`src/design/sram_host_pkg.sv`:
```
package sram_host_pkg;

    localparam int ADDR_W = 18;
    localparam int DATA_W = 16;
    localparam int LANE_W = 8;

    // Clock period and the printed cycle times of the memory.
    localparam int CLK_PERIOD_NS = 5;
    localparam int READ_CYCLE_NS = 70;
    localparam int WRITE_PULSE_NS = 50;
    localparam int DATA_OVERLAP_NS = 30;
    localparam int WRITE_CYCLE_NS = 70;
    localparam int BUS_TURN_NS = 30;
    localparam int RECOVERY_NS = 70;

    // Least times round up to whole cycles.
    localparam int READ_CYCLES = (READ_CYCLE_NS + CLK_PERIOD_NS - 1) / CLK_PERIOD_NS;
    localparam int WRITE_PULSE_CYCLES = (WRITE_PULSE_NS + CLK_PERIOD_NS - 1) / CLK_PERIOD_NS;
    localparam int DATA_OVERLAP_CYCLES = (DATA_OVERLAP_NS + CLK_PERIOD_NS - 1) / CLK_PERIOD_NS;
    localparam int WRITE_CYCLES = (WRITE_CYCLE_NS + CLK_PERIOD_NS - 1) / CLK_PERIOD_NS;
    localparam int TURN_CYCLES = (BUS_TURN_NS + CLK_PERIOD_NS - 1) / CLK_PERIOD_NS;
    localparam int RECOVERY_CYCLES = (RECOVERY_NS + CLK_PERIOD_NS - 1) / CLK_PERIOD_NS;

    localparam int CNT_W = 5;

    // Pin levels when the chip is idle.
    localparam logic [1:0] LANES_OFF = 2'h3;

    typedef struct packed {
        logic select_active_low;
        logic select_active_high;
        logic write_strobe_n;
        logic output_strobe_n;
        logic low_lane_enable_n;
        logic high_lane_enable_n;
    } ctrl_pins_t;

    // Idle pin levels: deselected by both selects, with strobes and lanes off.
    localparam ctrl_pins_t CTRL_IDLE = '{select_active_low: 1'b1, select_active_high: 1'b0, default: 1'b1};

    typedef struct packed {
        logic write;
        logic [ADDR_W-1:0] addr;
        logic [DATA_W-1:0] wdata;
        logic [1:0] lanes;
    } request_t;

endpackage : sram_host_pkg

```
`src/design/sram_host_ctrl.sv`:
```
// Functional notes
// - Write happens only while strobe, both selects and a lane enable coincide low/high.
// - Write ends at the first of selects, lanes or strobe going inactive.
// - Host must not drive data pins while the memory drives them.
// - First select active low, second select active high.
// - Lane enables are active low; both high means standby.
// - Retention may be entered right after deselect, with no delay.
module sram_host_ctrl (
    // Clock and reset
    input wire logic i_clk,
    input wire logic i_rst,
    // User request port
    input wire logic i_req_valid,
    output logic o_req_ready,
    input wire sram_host_pkg::request_t i_req,
    input wire logic i_retain,
    // User answer port
    output logic o_rdata_valid,
    output logic [sram_host_pkg::DATA_W-1:0] o_rdata,
    output logic o_retained,
    // Memory pins
    output logic [sram_host_pkg::ADDR_W-1:0] o_addr,
    output sram_host_pkg::ctrl_pins_t o_ctrl,
    input wire logic [sram_host_pkg::DATA_W-1:0] i_data,
    output logic [sram_host_pkg::DATA_W-1:0] o_data,
    output logic [sram_host_pkg::DATA_W-1:0] o_data_oe
);

    // Seven states in a three-bit code, so one code is illegal.
    typedef enum logic [2:0] {IDLE, READ, WRITE, WRITE_END, TURN, RETAIN, RECOVER} state_t;

    state_t state;
    logic [sram_host_pkg::CNT_W-1:0] cnt;
    logic [1:0] lanes;
    logic drive;

    // Last count of each phase. A phase of N cycles counts from 0 to N-1, so each limit
    // is one less than the cycle count that the package gives.
    localparam logic [sram_host_pkg::CNT_W-1:0] READ_LAST =
        sram_host_pkg::CNT_W'(sram_host_pkg::READ_CYCLES - 1);
    localparam logic [sram_host_pkg::CNT_W-1:0] WP_LAST =
        sram_host_pkg::CNT_W'(sram_host_pkg::WRITE_PULSE_CYCLES - 1);
    localparam logic [sram_host_pkg::CNT_W-1:0] WC_LAST =
        sram_host_pkg::CNT_W'(sram_host_pkg::WRITE_CYCLES - 1);
    localparam logic [sram_host_pkg::CNT_W-1:0] TURN_LAST =
        sram_host_pkg::CNT_W'(sram_host_pkg::TURN_CYCLES - 1);
    localparam logic [sram_host_pkg::CNT_W-1:0] REC_LAST =
        sram_host_pkg::CNT_W'(sram_host_pkg::RECOVERY_CYCLES - 1);
    // The data enable is registered, so it is raised one count before the overlap window
    // in order to stand on the pins for the whole window.
    localparam logic [sram_host_pkg::CNT_W-1:0] DW_START =
        sram_host_pkg::CNT_W'(sram_host_pkg::WRITE_PULSE_CYCLES - sram_host_pkg::DATA_OVERLAP_CYCLES - 1);

    // A request is only taken between cycles, so address and lanes never move mid cycle.
    // Ready is combinational, so a request waiting in idle is taken on the first edge.
    assign o_req_ready = (state == IDLE) && !i_retain;

    // Sequencer.
    always_ff @(posedge i_clk) begin
        if (i_rst) begin
            state <= IDLE;
            cnt <= '0;
        end else begin
            unique case (state)
                IDLE: begin
                    cnt <= '0;
                    // Retention wins over a waiting request, which stays pending until the
                    // recovery time has run out.
                    if (i_retain) begin
                        state <= RETAIN;
                    end else if (i_req_valid) begin
                        state <= i_req.write ? WRITE : READ;
                    end
                end
                READ: begin
                    // The strobes stand for the full read cycle time and data is taken on the last count.
                    cnt <= cnt + 1'b1;
                    if (cnt == READ_LAST) begin
                        state <= TURN;
                        cnt <= '0;
                    end
                end
                WRITE: begin
                    // The strobe rises on the edge that leaves this state.
                    cnt <= cnt + 1'b1;
                    if (cnt == WP_LAST) begin
                        state <= WRITE_END;
                    end
                end
                WRITE_END: begin
                    // No new cycle starts until the write cycle time is complete, so the address
                    // cannot change before the memory has closed the cycle.
                    cnt <= cnt + 1'b1;
                    if (cnt >= WC_LAST) begin
                        state <= IDLE;
                        cnt <= '0;
                    end
                end
                TURN: begin
                    // The memory may keep driving for a while after its strobe rises.
                    // The count covers the longest time that the memory takes to release its pins.
                    cnt <= cnt + 1'b1;
                    if (cnt == TURN_LAST) begin
                        state <= IDLE;
                        cnt <= '0;
                    end
                end
                RETAIN: begin
                    // Pins stay deselected, so the supply may be lowered from the next cycle on.
                    cnt <= '0;
                    if (!i_retain) begin
                        state <= RECOVER;
                    end
                end
                RECOVER: begin
                    // The memory needs a full read cycle time after retention before it is used.
                    cnt <= cnt + 1'b1;
                    if (cnt == REC_LAST) begin
                        state <= IDLE;
                        cnt <= '0;
                    end
                end
                default: begin
                    // The illegal code returns to idle.
                    state <= IDLE;
                    cnt <= '0;
                end
            endcase
        end
    end

    // Address, lanes and write data latch once at the start of a cycle.
    // Write data is latched with the address, so it stays stable through the whole pulse.
    always_ff @(posedge i_clk) begin
        if (i_rst) begin
            o_addr <= '0;
            lanes <= sram_host_pkg::LANES_OFF;
            o_data <= '0;
        end else if (o_req_ready && i_req_valid) begin
            o_addr <= i_req.addr;
            lanes <= i_req.lanes;
            o_data <= i_req.wdata;
        end
    end

    // Control pins: selects and lanes go active together with the write strobe, so the
    // memory never turns its outputs on during a write.
    always_ff @(posedge i_clk) begin
        if (i_rst) begin
            o_ctrl <= sram_host_pkg::CTRL_IDLE;
        end else begin
            o_ctrl.write_strobe_n <= 1'b1;
            o_ctrl.output_strobe_n <= 1'b1;
            o_ctrl.select_active_low <= 1'b1;
            o_ctrl.select_active_high <= 1'b0;
            o_ctrl.low_lane_enable_n <= 1'b1;
            o_ctrl.high_lane_enable_n <= 1'b1;
            // A cycle starts on the take edge itself, so selects, lanes and strobe leave
            // their idle levels on the same edge as the address.
            if ((state == IDLE && i_req_valid && !i_retain) ||
                (state == READ && cnt != READ_LAST) ||
                (state == WRITE && cnt != WP_LAST)) begin
                o_ctrl.select_active_low <= 1'b0;
                o_ctrl.select_active_high <= 1'b1;
                o_ctrl.low_lane_enable_n <= (state == IDLE) ? ~i_req.lanes[0] : ~lanes[0];
                o_ctrl.high_lane_enable_n <= (state == IDLE) ? ~i_req.lanes[1] : ~lanes[1];
                if ((state == IDLE) ? i_req.write : (state == WRITE)) begin
                    o_ctrl.write_strobe_n <= 1'b0;
                end else begin
                    o_ctrl.output_strobe_n <= 1'b0;
                end
            end
            // All strobes rise together, ending the write on the strobe edge.
        end
    end

    // Data pins are driven only in the last part of the write pulse, after the
    // memory has certainly released the bus, and only on enabled lanes. The enable
    // drops on the same edge as the strobe; holding it one cycle longer would leave
    // the host driving pins that no longer belong to a write cycle.
    assign drive = (state == WRITE) && (cnt >= DW_START) && (cnt != WP_LAST);
    always_ff @(posedge i_clk) begin
        if (i_rst) begin
            o_data_oe <= '0;
        end else begin
            o_data_oe <= drive ? {{sram_host_pkg::LANE_W{lanes[1]}}, {sram_host_pkg::LANE_W{lanes[0]}}} : '0;
        end
    end

    // Read data is captured on the last cycle of the read, then the strobes rise.
    always_ff @(posedge i_clk) begin
        if (i_rst) begin
            o_rdata <= '0;
            o_rdata_valid <= 1'b0;
        end else begin
            o_rdata_valid <= 1'b0;
            if (state == READ && cnt == READ_LAST) begin
                // A lane that is not enabled floats at the memory, so it reads as zero.
                o_rdata[7:0] <= lanes[0] ? i_data[7:0] : 8'h00;
                o_rdata[15:8] <= lanes[1] ? i_data[15:8] : 8'h00;
                o_rdata_valid <= 1'b1;
            end
        end
    end

    always_ff @(posedge i_clk) begin
        if (i_rst) begin
            o_retained <= 1'b0;
        end else begin
            // The flag is registered, so it lags the state by one cycle.
            o_retained <= (state == RETAIN);
        end
    end

endmodule : sram_host_ctrl

```
`config.mk`:
```
export PLATFORM = sky130hd
export DESIGN_NAME = sram_host_ctrl
export DESIGN_NICKNAME = d
export VERILOG_FILES = /design/src/design/sram_host_pkg.sv /design/src/design/sram_host_ctrl.sv
export SDC_FILE = /design/constraint.sdc
export NUM_CORES = 1
export LEC_CHECK = 0
export ABC_AREA = 1
export ABC_CLOCK_PERIOD_IN_PS = 2850
export BUFFER_PORTS_ARGS = -buffer_cell sky130_fd_sc_hd__buf_2
export CORE_ASPECT_RATIO = 2
export CORE_MARGIN = 4
export CORE_UTILIZATION = 42
export CTS_CLUSTER_DIAMETER = 150
export CTS_CLUSTER_SIZE = 30
export DETAILED_ROUTE_END_ITERATION = 10
export GPL_TIMING_DRIVEN = 0
export PLACE_DENSITY_LB_ADDON = 0.12
export SKIP_CTS_REPAIR_TIMING = 1
export SLEW_MARGIN = 40
export SYNTH_ARGS = -nofsm -noshare
export SYNTH_HDL_FRONTEND = slang
export SYNTH_SLANG_ARGS = --single-unit
```
`constraint.sdc`:
```
create_clock -name i_clk -period 2.85 [get_ports i_clk]
set_input_delay 0.285 -clock i_clk [delete_from_list [all_inputs] [get_ports i_clk]]
set_output_delay 0.285 -clock i_clk [all_outputs]
set_load 0.1 [all_outputs]
```
==> results of run 1 <==
## final cells by class
type / count / area share (%)
buffer: 32 / 5.53
clock buffer: 13 / 6.28
clock inverter: 3 / 1.10
inverter: 20 / 1.88
multi-input combinational: 242 / 30.8
sequential: 70 / 35.2
tap: 88 / 2.76
timing repair buffer: 131 / 16.5
## power groups by stage
| stage | combinational (mW) | sequential [mW] | clock [mW] |
|---|---|---|---|
| after floorplan | 0.504 | 1.72 | 0 |
| after global placement | 1.29 | 1.17 | 0 |
| after global routing | 1.39 | 1.17 | 1.15 |
| final | 1.29 | 1.15 | 1.09 |
| after CTS | 1.30 | 1.15 | 1.12 |
| after detailed placement | 1.29 | 1.17 | 0 |
## cells by family after synthesis
kind of cell               synth area share, %
and+or+nand+nor                           26.4
DFF                                       47.9
AOI/OAI and AO/OA                         13.8
xor gates and xnor gates                 0.898
buffers and inverters                     10.1
adders and majority gates                0.855
## final timing paths
check | from | to
worst max register to register | cnt[0] | o_rdata[10]
worst max-delay path | state[0] | o_req_ready
worst min register to register | o_data[12] | o_data[12]
worst min-delay path | i_req[0] | o_ctrl[1]
## worst reg2reg max path: stages, from the launching register on
cell	delay [ns]
dfxtp_1	0.41
ha_1	0.19
nand2_1	0.08
inv_1	0.06
nand2_1	0.06
nor2_1	0.14
nand2_1	0.18
clkbuf_2	0.23
o21ai_0	0.18
## synthesized netlist by cell type, types with 5 or more instances
library cell	n	area (sq um)
clkbuf_1	6	22.5
a21oi_1	20	100
inv_1	17	63.8
a21oi_2	18	158
dfxtp_1	70	1400
nor2_1	29	109
o211ai_1	5	37.5
o21ai_0	16	80.1
nand3_1	22	110
buf_4	15	113
buf_2	6	30.0
nand2_2	19	119
nand2_1	96	360
## registers in the layout (all words and copies together), names as in the netlist
register,flops
o_data,16
o_addr,18
o_data_oe,2
cnt,5
o_ctrl,6
o_rdata_valid,1
o_rdata,16
lanes,2
o_retained,1
state,3
## metal layers
layer	vias up	wire, um	part of all wire, %	global-route usage [%]
met5	-	0	0	0
met4	0	201	2.7	9.33
met3	18	524	7.1	4.37
met2	102	4070	55	32.6
met1	1240	2580	35	18.1
li1	1430	-	-	-
## metrics by stage
step                area [sq um]  utilization [%]  worst slack, ns  power (mW)
detailed placement          3690             55.3             1.24        2.47
global placement            3690             55.3             1.27        2.46
floorplan                   2930                -             1.10        2.23
global route                3990             59.7            0.965        3.70
CTS                         3990             59.7             1.00        3.57
finish                      3990             59.7             1.02        3.53
==> flow_metrics.env, run 1 <==
export IMPL_row_count=42
export IMPL_cpLargestDelayFamily="buffers and inverters"
export IMPL_p_sw_share_pct=41.5
export IMPL_layout_commonest_cell="buf_2"
export IMPL_fin_cells=599
export IMPL_post_route_drc_count=0
export IMPL_slew_headroom_pct=57.4
export IMPL_cpMaxStageDelayCell="buf_2"
export IMPL_cp_arrival_ns=1.54
export IMPL_cts_max_level=3
export IMPL_combPwrFrac_pct=36.5
export IMPL_yosysWarningCount=0
export IMPL_maxClockFrequency_mhz=547
export IMPL_numCtsBuffers=9
export IMPL_tns_ns=0
export IMPL_dr_pass1_iters=4
export IMPL_drt_initial_drc_count=113
export IMPL_layout_common_cells="buf_2 (137), nand2_1 (96), dfxtp_1 (70)"
export IMPL_cts_tree="done"
export IMPL_grt_overflow=0
export IMPL_ys_seq_elements=70
export IMPL_synth_edf_count=0
export IMPL_grt_pass1_vias=2731
export IMPL_power_switching_mw=1.47
export IMPL_start_util_pct=43.8
export IMPL_end_kind="output pin"
export IMPL_die_y_um=126
export IMPL_gp_congestion=0.847
export IMPL_power_static_leakage_nw=1.96
export IMPL_rsz0062_at_grt="no"
export IMPL_dieWidth_um=67.0
export IMPL_dp_cells=583
export IMPL_syn_instance_count=364
export IMPL_crit_type="reg -> out"
export IMPL_vdd_drop_max_mv=0.615
export IMPL_crit_buf_inv=1
export IMPL_track_usage_pct=18.0
export IMPL_critical_path_cell_chain="nor2_4 -> nand2_4 -> nor2_8 -> buf_2"
export IMPL_holdCritPathClass="in -> reg"
export IMPL_cp_max_fo=8
export IMPL_grt_max_degree=12
export IMPL_ant_nets=0
export IMPL_insertion_delay_ns=0.32
export IMPL_period_minus_slack_ns=1.83
export IMPL_slew_viol_final=0
export IMPL_setup_violations=0
export IMPL_area_growth_pct=36.2
export IMPL_clockRootBuffer="clkbuf_16"
export IMPL_portBuffers=131
export IMPL_vias=2790
export IMPL_multiInputGateArea_sq_um=1230
export IMPL_diodes=0
export IMPL_core_sq_um=6670
export IMPL_syn_num_nets=423
export IMPL_dp_hpwl_mm=5.92
export IMPL_internal_power_mw=2.06
export IMPL_synth_distinct_cells=30
export IMPL_whs_ns=0.193
export IMPL_yosysSeqAreaShare_pct=47.9
export IMPL_regArea_sq_um=1400
export IMPL_grt_pass1_wl_mm=11.9
export IMPL_ys_flop_type="dfxtp_1"
export IMPL_syn_area_per_cell_sq_um=8.04
export IMPL_cp_depth=4
export IMPL_drive_above_1_share_pct=42.3
export IMPL_hold_violations=0
export IMPL_powerDensity_nw_per_um2=885
export IMPL_wl_per_cell_um=12.3
export IMPL_async_flop_share_pct=0
export IMPL_outcome="complete, no violations"
export IMPL_clk_pin_slew_worst_paths_ns=0.05
export IMPL_p_seq_share_pct=32.7
export IMPL_r2r_cells=8
export IMPL_cp_required_ns=2.57
export IMPL_drv_cap=0
export IMPL_min_path_cells=2
export IMPL_vias_per_cell=4.66
export IMPL_cp_start_kind="register"
export IMPL_worst_pin_slew_ns=0.639
export IMPL_nFillCells=637
export IMPL_routed_wl_mm=7.37
export IMPL_clock_sinks=70
export IMPL_ioPinCount=132
export IMPL_rrSetupSlack_ns=1.23
export IMPL_min_period_over_period_pct=64.1
export IMPL_antenna_found_initial=0
export IMPL_clkPwrFrac_pct=30.8
export IMPL_cpPeakStageDelay_ns=0.44
export IMPL_fin_skew_ns=0.00568
export IMPL_die_area_sq_um=8440
export IMPL_clockBufferDepth=2
export IMPL_nets=565
export IMPL_syn_cell_area_sq_um=2930
(Power assumes the default switching activity.)
==> inputs of run 2 (changes only) <==
--- a/config.mk
+++ b/config.mk
@@ -6,7 +6,7 @@
 export NUM_CORES = 1
 export LEC_CHECK = 0
 export ABC_AREA = 1
-export ABC_CLOCK_PERIOD_IN_PS = 2850
+export ABC_CLOCK_PERIOD_IN_PS = 1640
 export BUFFER_PORTS_ARGS = -buffer_cell sky130_fd_sc_hd__buf_2
 export CORE_ASPECT_RATIO = 2
 export CORE_MARGIN = 4
==> constraint.sdc (replaced) <==
create_clock -name i_clk -period 1.64 [get_ports i_clk]
set_input_delay 0.164 -clock i_clk [delete_from_list [all_inputs] [get_ports i_clk]]
set_output_delay 0.164 -clock i_clk [all_outputs]
set_load 0.1 [all_outputs]
==> flow_metrics.env, run 2 (synthesis results as in run 1) <==
export IMPL_outcome="complete, no violations"
export IMPL_maxClockFrequency_mhz=633
export IMPL_worst_pin_slew_ns=0.644
export IMPL_fin_skew_ns=0.00547
export IMPL_largest_reg_flops=18
export IMPL_clockBufferDepth=2
export IMPL_dr_pass1_iters=4
export IMPL_setup_violations=0
export IMPL_crit_type="reg -> out"
export IMPL_wl_per_cell_um=12.4
export IMPL_die_area_sq_um=8440
export IMPL_power_total_mw=6.19
export IMPL_dp_slack_ns=0.0296
export IMPL_nets=566
export IMPL_cts_max_level=3
export IMPL_start_util_pct=43.8
export IMPL_vias=2810
export IMPL_power_static_leakage_nw=1.97
export IMPL_cp_required_ns=1.48
export IMPL_drive_above_1_share_pct=44.3
export IMPL_dp_hpwl_mm=5.92
export IMPL_holdCritPathClass="in -> reg"
export IMPL_core_sq_um=6670
export IMPL_die_y_um=126
export IMPL_layout_common_cells="buf_2 (137), nand2_1 (94), dfxtp_1 (67)"
export IMPL_min_period_over_period_pct=96.4
export IMPL_diodes=0
export IMPL_slew_viol_final=0
export IMPL_gp_congestion=0.847
export IMPL_reg_top3="o_addr: 18 flops, o_data: 16 flops, o_rdata: 16 flops"
export IMPL_cts_tree="done"
export IMPL_portBuffers=131
export IMPL_grt_pass1_wl_mm=11.9
export IMPL_grt_max_degree=12
export IMPL_cp_arrival_ns=1.42
export IMPL_slew_headroom_pct=57.1
export IMPL_routed_wl_mm=7.44
export IMPL_row_count=42
export IMPL_end_kind="output pin"
export IMPL_period_minus_slack_ns=1.58
export IMPL_cpMaxStageDelayCell="dfxtp_1"
export IMPL_ant_nets=0
export IMPL_critical_path_cell_chain="nor2_4 -> nand2_4 -> nor2_8 -> buf_4"
export IMPL_area_growth_pct=37.8
export IMPL_setup_slack_ns=0.0592
export IMPL_post_route_drc_count=0
export IMPL_ioPinCount=132
export IMPL_fin_area_sq_um=4030
export IMPL_track_usage_pct=18.0
export IMPL_drt_initial_drc_count=112
export IMPL_fin_cells=600
export IMPL_crit_buf_inv=1
export IMPL_cp_max_fo=8
export IMPL_vias_per_cell=4.68
export IMPL_grt_overflow=0
export IMPL_vdd_drop_max_mv=1.07
export IMPL_dieWidth_um=67.0
export IMPL_cpPeakStageDelay_ns=0.38
export IMPL_antenna_found_initial=0
export IMPL_insertion_delay_ns=0.33
export IMPL_dp_cells=583
export IMPL_numCtsBuffers=9
export IMPL_drv_cap=0
export IMPL_layout_commonest_cell="buf_2"
export IMPL_cp_start_kind="register"
export IMPL_top_register="o_addr"
export IMPL_place_area_sq_um=3690
export IMPL_clock_sinks=70
export IMPL_powerDensity_nw_per_um2=1540
export IMPL_grt_pass1_vias=2731
export IMPL_hold_violations=0
export IMPL_clockRootBuffer="clkbuf_16"
export IMPL_cpLargestDelayFamily="simple AND/OR/NAND/NOR gates"
export IMPL_clk_pin_slew_worst_paths_ns=0.05
## run 2: cell types whose count changed in the layout (fill, tap and decap cells not counted), moves of 2 or more
cell / previous run / this run
nand2_2: 19 / 21
nor2_2: 1 / 3
dfxtp_2: 0 / 2
nand2_1: 96 / 94
buf_4: 15 / 17
dfxtp_1: 70 / 67
nor2_1: 29 / 26
## run 2: through the flow
stage | TNS [ns] | hold WS, ns | util [%]
floorplan | 0 | 0.295 | -
global placement | 0 | 0.401 | 55.3
detailed placement | 0 | 0.410 | 55.3
CTS | -0.0871 | 0.0619 | 59.7
global route | -0.000533 | 0.0785 | 60.4
finish | 0 | 0.0701 | 60.4
## run 2: layer usage
| metal | vias to the layer above | track usage [%] | wire length, um |
|---|---|---|---|
| li1 | 1433 | - | - |
| met1 | 1258 | 18.1 | 2580 |
| met2 | 102 | 32.6 | 4120 |
| met3 | 17 | 4.37 | 529 |
| met4 | 0 | 9.33 | 206 |
| met5 | - | 0 | 0 |
## run 2: path summary, 6_finish.rpt
check,from,endpoint,slack (ns),cells after the start
hold / removal,i_req[0],o_ctrl[1],0.07,2
hold reg to reg,cnt[0],cnt[0],0.45,1
setup / recovery,state[0],o_req_ready,0.06,4
setup reg to reg,cnt[1],state[2],0.14,12
## run 2: where the power goes
part | switching (mW) | total (mW) | internal (mW)
Sequential | 0.120 | 2.01 | 1.89
Combinational | 1.78 | 2.29 | 0.503
Clock | 0.672 | 1.89 | 1.22
## run 2: worst reg2reg max path: stages, from the launching register on
cell and delay, ns:
dfxtp_2 0.36, inv_1 0.05, ha_1 0.18, nand2_1 0.10
inv_1 0.05, nand2_1 0.11, nand2_2 0.08, nor2_4 0.13
nor2_2 0.05, nand3_2 0.12, nand2_1 0.07, nand2_1 0.06
nor2_1 0.05
## run 2: cell type report
| type | instances | area (sq um) |
|---|---|---|
| tap | 88 | 110 |
| fill | 630 | 2640 |
| clock inverter | 3 | 43.8 |
| multi-input combinational | 242 | 1260 |
| timing repair buffer | 132 | 666 |
| clock buffer | 13 | 250 |
| inverter | 20 | 75.1 |
| sequential | 70 | 1410 |
| buffer | 32 | 220 |
==> inputs of run 3 (changes only) <==
--- a/config.mk
+++ b/config.mk
@@ -11,12 +11,12 @@
 export CORE_ASPECT_RATIO = 2
 export CORE_MARGIN = 4
 export CORE_UTILIZATION = 42
-export CTS_CLUSTER_DIAMETER = 150
 export CTS_CLUSTER_SIZE = 30
 export DETAILED_ROUTE_END_ITERATION = 10
 export GPL_TIMING_DRIVEN = 0
-export PLACE_DENSITY_LB_ADDON = 0.12
+export PLACE_DENSITY = 0.76
 export SKIP_CTS_REPAIR_TIMING = 1
+export SKIP_LAST_GASP = 1
 export SLEW_MARGIN = 40
 export SYNTH_ARGS = -nofsm -noshare
 export SYNTH_HDL_FRONTEND = slang
==> flow_metrics.env, run 3 (synthesis results as in run 1) <==
export IMPL_slew_viol_final=0
export IMPL_cp_max_fo=8
export IMPL_utilization_pct=59.4
export IMPL_grt_pass1_vias=2768
export IMPL_min_period_over_period_pct=94.8
export IMPL_holdCritPathClass="in -> reg"
export IMPL_maxClockFrequency_mhz=643
export IMPL_grt_pass1_wl_mm=12.1
export IMPL_area_growth_pct=35.6
export IMPL_tns_ns=0
export IMPL_r2r_start="state[2]"
export IMPL_fin_skew_ns=0.00713
export IMPL_end_kind="output pin"
export IMPL_core_sq_um=6670
export IMPL_routed_wl_mm=7.50
export IMPL_portBuffers=131
export IMPL_power_total_mw=5.96
export IMPL_track_usage_pct=18.6
export IMPL_dieWidth_um=67.0
export IMPL_nets=565
export IMPL_powerDensity_nw_per_um2=1500
export IMPL_rrSetupSlack_ns=0.09
export IMPL_reg_top3="o_addr: 18 flops, o_data: 16 flops, o_rdata: 16 flops"
export IMPL_min_from="i_req[23]"
export IMPL_worst_pin_slew_ns=0.647
export IMPL_drv_cap=0
export IMPL_layout_commonest_cell="buf_2"
export IMPL_r2r_cells=7
export IMPL_outcome="complete, no violations"
export IMPL_drt_initial_drc_count=116
export IMPL_clockRootBuffer="clkbuf_16"
export IMPL_largest_reg_flops=18
export IMPL_regArea_sq_um=1400
export IMPL_nFillCells=611
export IMPL_insertion_delay_ns=0.33
export IMPL_dp_hpwl_mm=5.96
export IMPL_top_register="o_addr"
export IMPL_numCtsBuffers=9
export IMPL_grt_overflow=0
export IMPL_ant_nets=0
export IMPL_cp_arrival_ns=1.39
export IMPL_row_count=42
export IMPL_vdd_drop_max_mv=0.930
export IMPL_gp_congestion=0.815
export IMPL_post_route_drc_count=0
export IMPL_power_static_leakage_nw=1.94
export IMPL_multiInputGateArea_sq_um=1240
export IMPL_die_area_sq_um=8440
export IMPL_dp_cells=583
export IMPL_setup_violations=0
export IMPL_cts_tree="done"
export IMPL_die_y_um=126
export IMPL_r2r_end="cnt[4]"
export IMPL_fin_cells=597
export IMPL_antenna_found_initial=0
export IMPL_slew_headroom_pct=56.9
export IMPL_vias=2839
export IMPL_cp_required_ns=1.48
export IMPL_cp_start_kind="register"
export IMPL_hold_violations=0
export IMPL_cts_max_level=3
export IMPL_drive_above_1_share_pct=43.8
export IMPL_period_minus_slack_ns=1.55
export IMPL_wl_per_cell_um=12.6
export IMPL_crit_type="reg -> out"
export IMPL_diodes=0
export IMPL_clk_pin_slew_worst_paths_ns=0.05
export IMPL_grt_max_degree=12
export IMPL_clockBufferDepth=2
export IMPL_min_path_cells=3
export IMPL_vias_per_cell=4.76
export IMPL_ioPinCount=132
export IMPL_dr_pass1_iters=5
export IMPL_clock_sinks=70
export IMPL_layout_common_cells="buf_2 (137), nand2_1 (95), dfxtp_1 (68)"
export IMPL_rsz0062_at_grt="yes"
export IMPL_start_util_pct=43.8
export IMPL_whs_endpoint="o_addr[5]"
-- run 3: area by class of cell --
| class | count | share of cell area [%] |
|---|---|---|
| Tap cell | 88 | 2.78 |
| Clock buffer | 10 | 6.02 |
| Timing Repair Buffer | 131 | 16.6 |
| Buffer | 32 | 5.55 |
| Inverter | 20 | 1.89 |
| Clock inverter | 4 | 0.631 |
| Sequential cell | 70 | 35.4 |
| Multi-Input combinational cell | 242 | 31.2 |
-- run 3: where the power goes --
part	switching (mW)	internal, mW	total (mW)
registers	0.120	1.89	2.01
logic	1.76	0.487	2.25
clock network	0.666	1.04	1.71
total	2.55	3.41	5.96
-- run 3: worst max-delay path, stage by stage (launching register included) --
cell and delay, ns:
dfxtp_1 0.39, nor2_4 0.15, nand2_4 0.11, nor2_8 0.12
buf_4 0.30
-- run 3: layer usage --
metal	global-route usage (%)	vias up	share of wire, %
li1	-	1424	-
met1	18.2	1263	35
met2	32.3	129	52
met3	6.86	23	9.4
met4	10.4	0	3.4
met5	0	-	0
-- run 3: metrics by stage --
stage	hold slack (ns)	setup WS, ns	cell area [sq um]
floorplan	0.295	0.0120	2930
global placement	0.412	0.0636	3690
detailed placement	0.418	0.00335	3690
CTS	0.0687	-0.0611	3960
global route	0.0740	-0.00636	3970
finish	0.0801	0.0855	3970
-- run 3: worst max-delay path by stage --
stage	start	to	slack (ns)	cells past startpoint
final	state[2]	o_req_ready	0.09	4
after global routing	cnt[1]	o_rdata[8]	-0.006	9
after CTS	state[0]	o_req_ready	-0.06	4
after detailed placement	cnt[0]	o_rdata[6]	0.003	8
after global placement	cnt[0]	o_rdata[13]	0.06	8
after floorplan	o_data_oe[8]	o_data_oe[10]	0.01	1
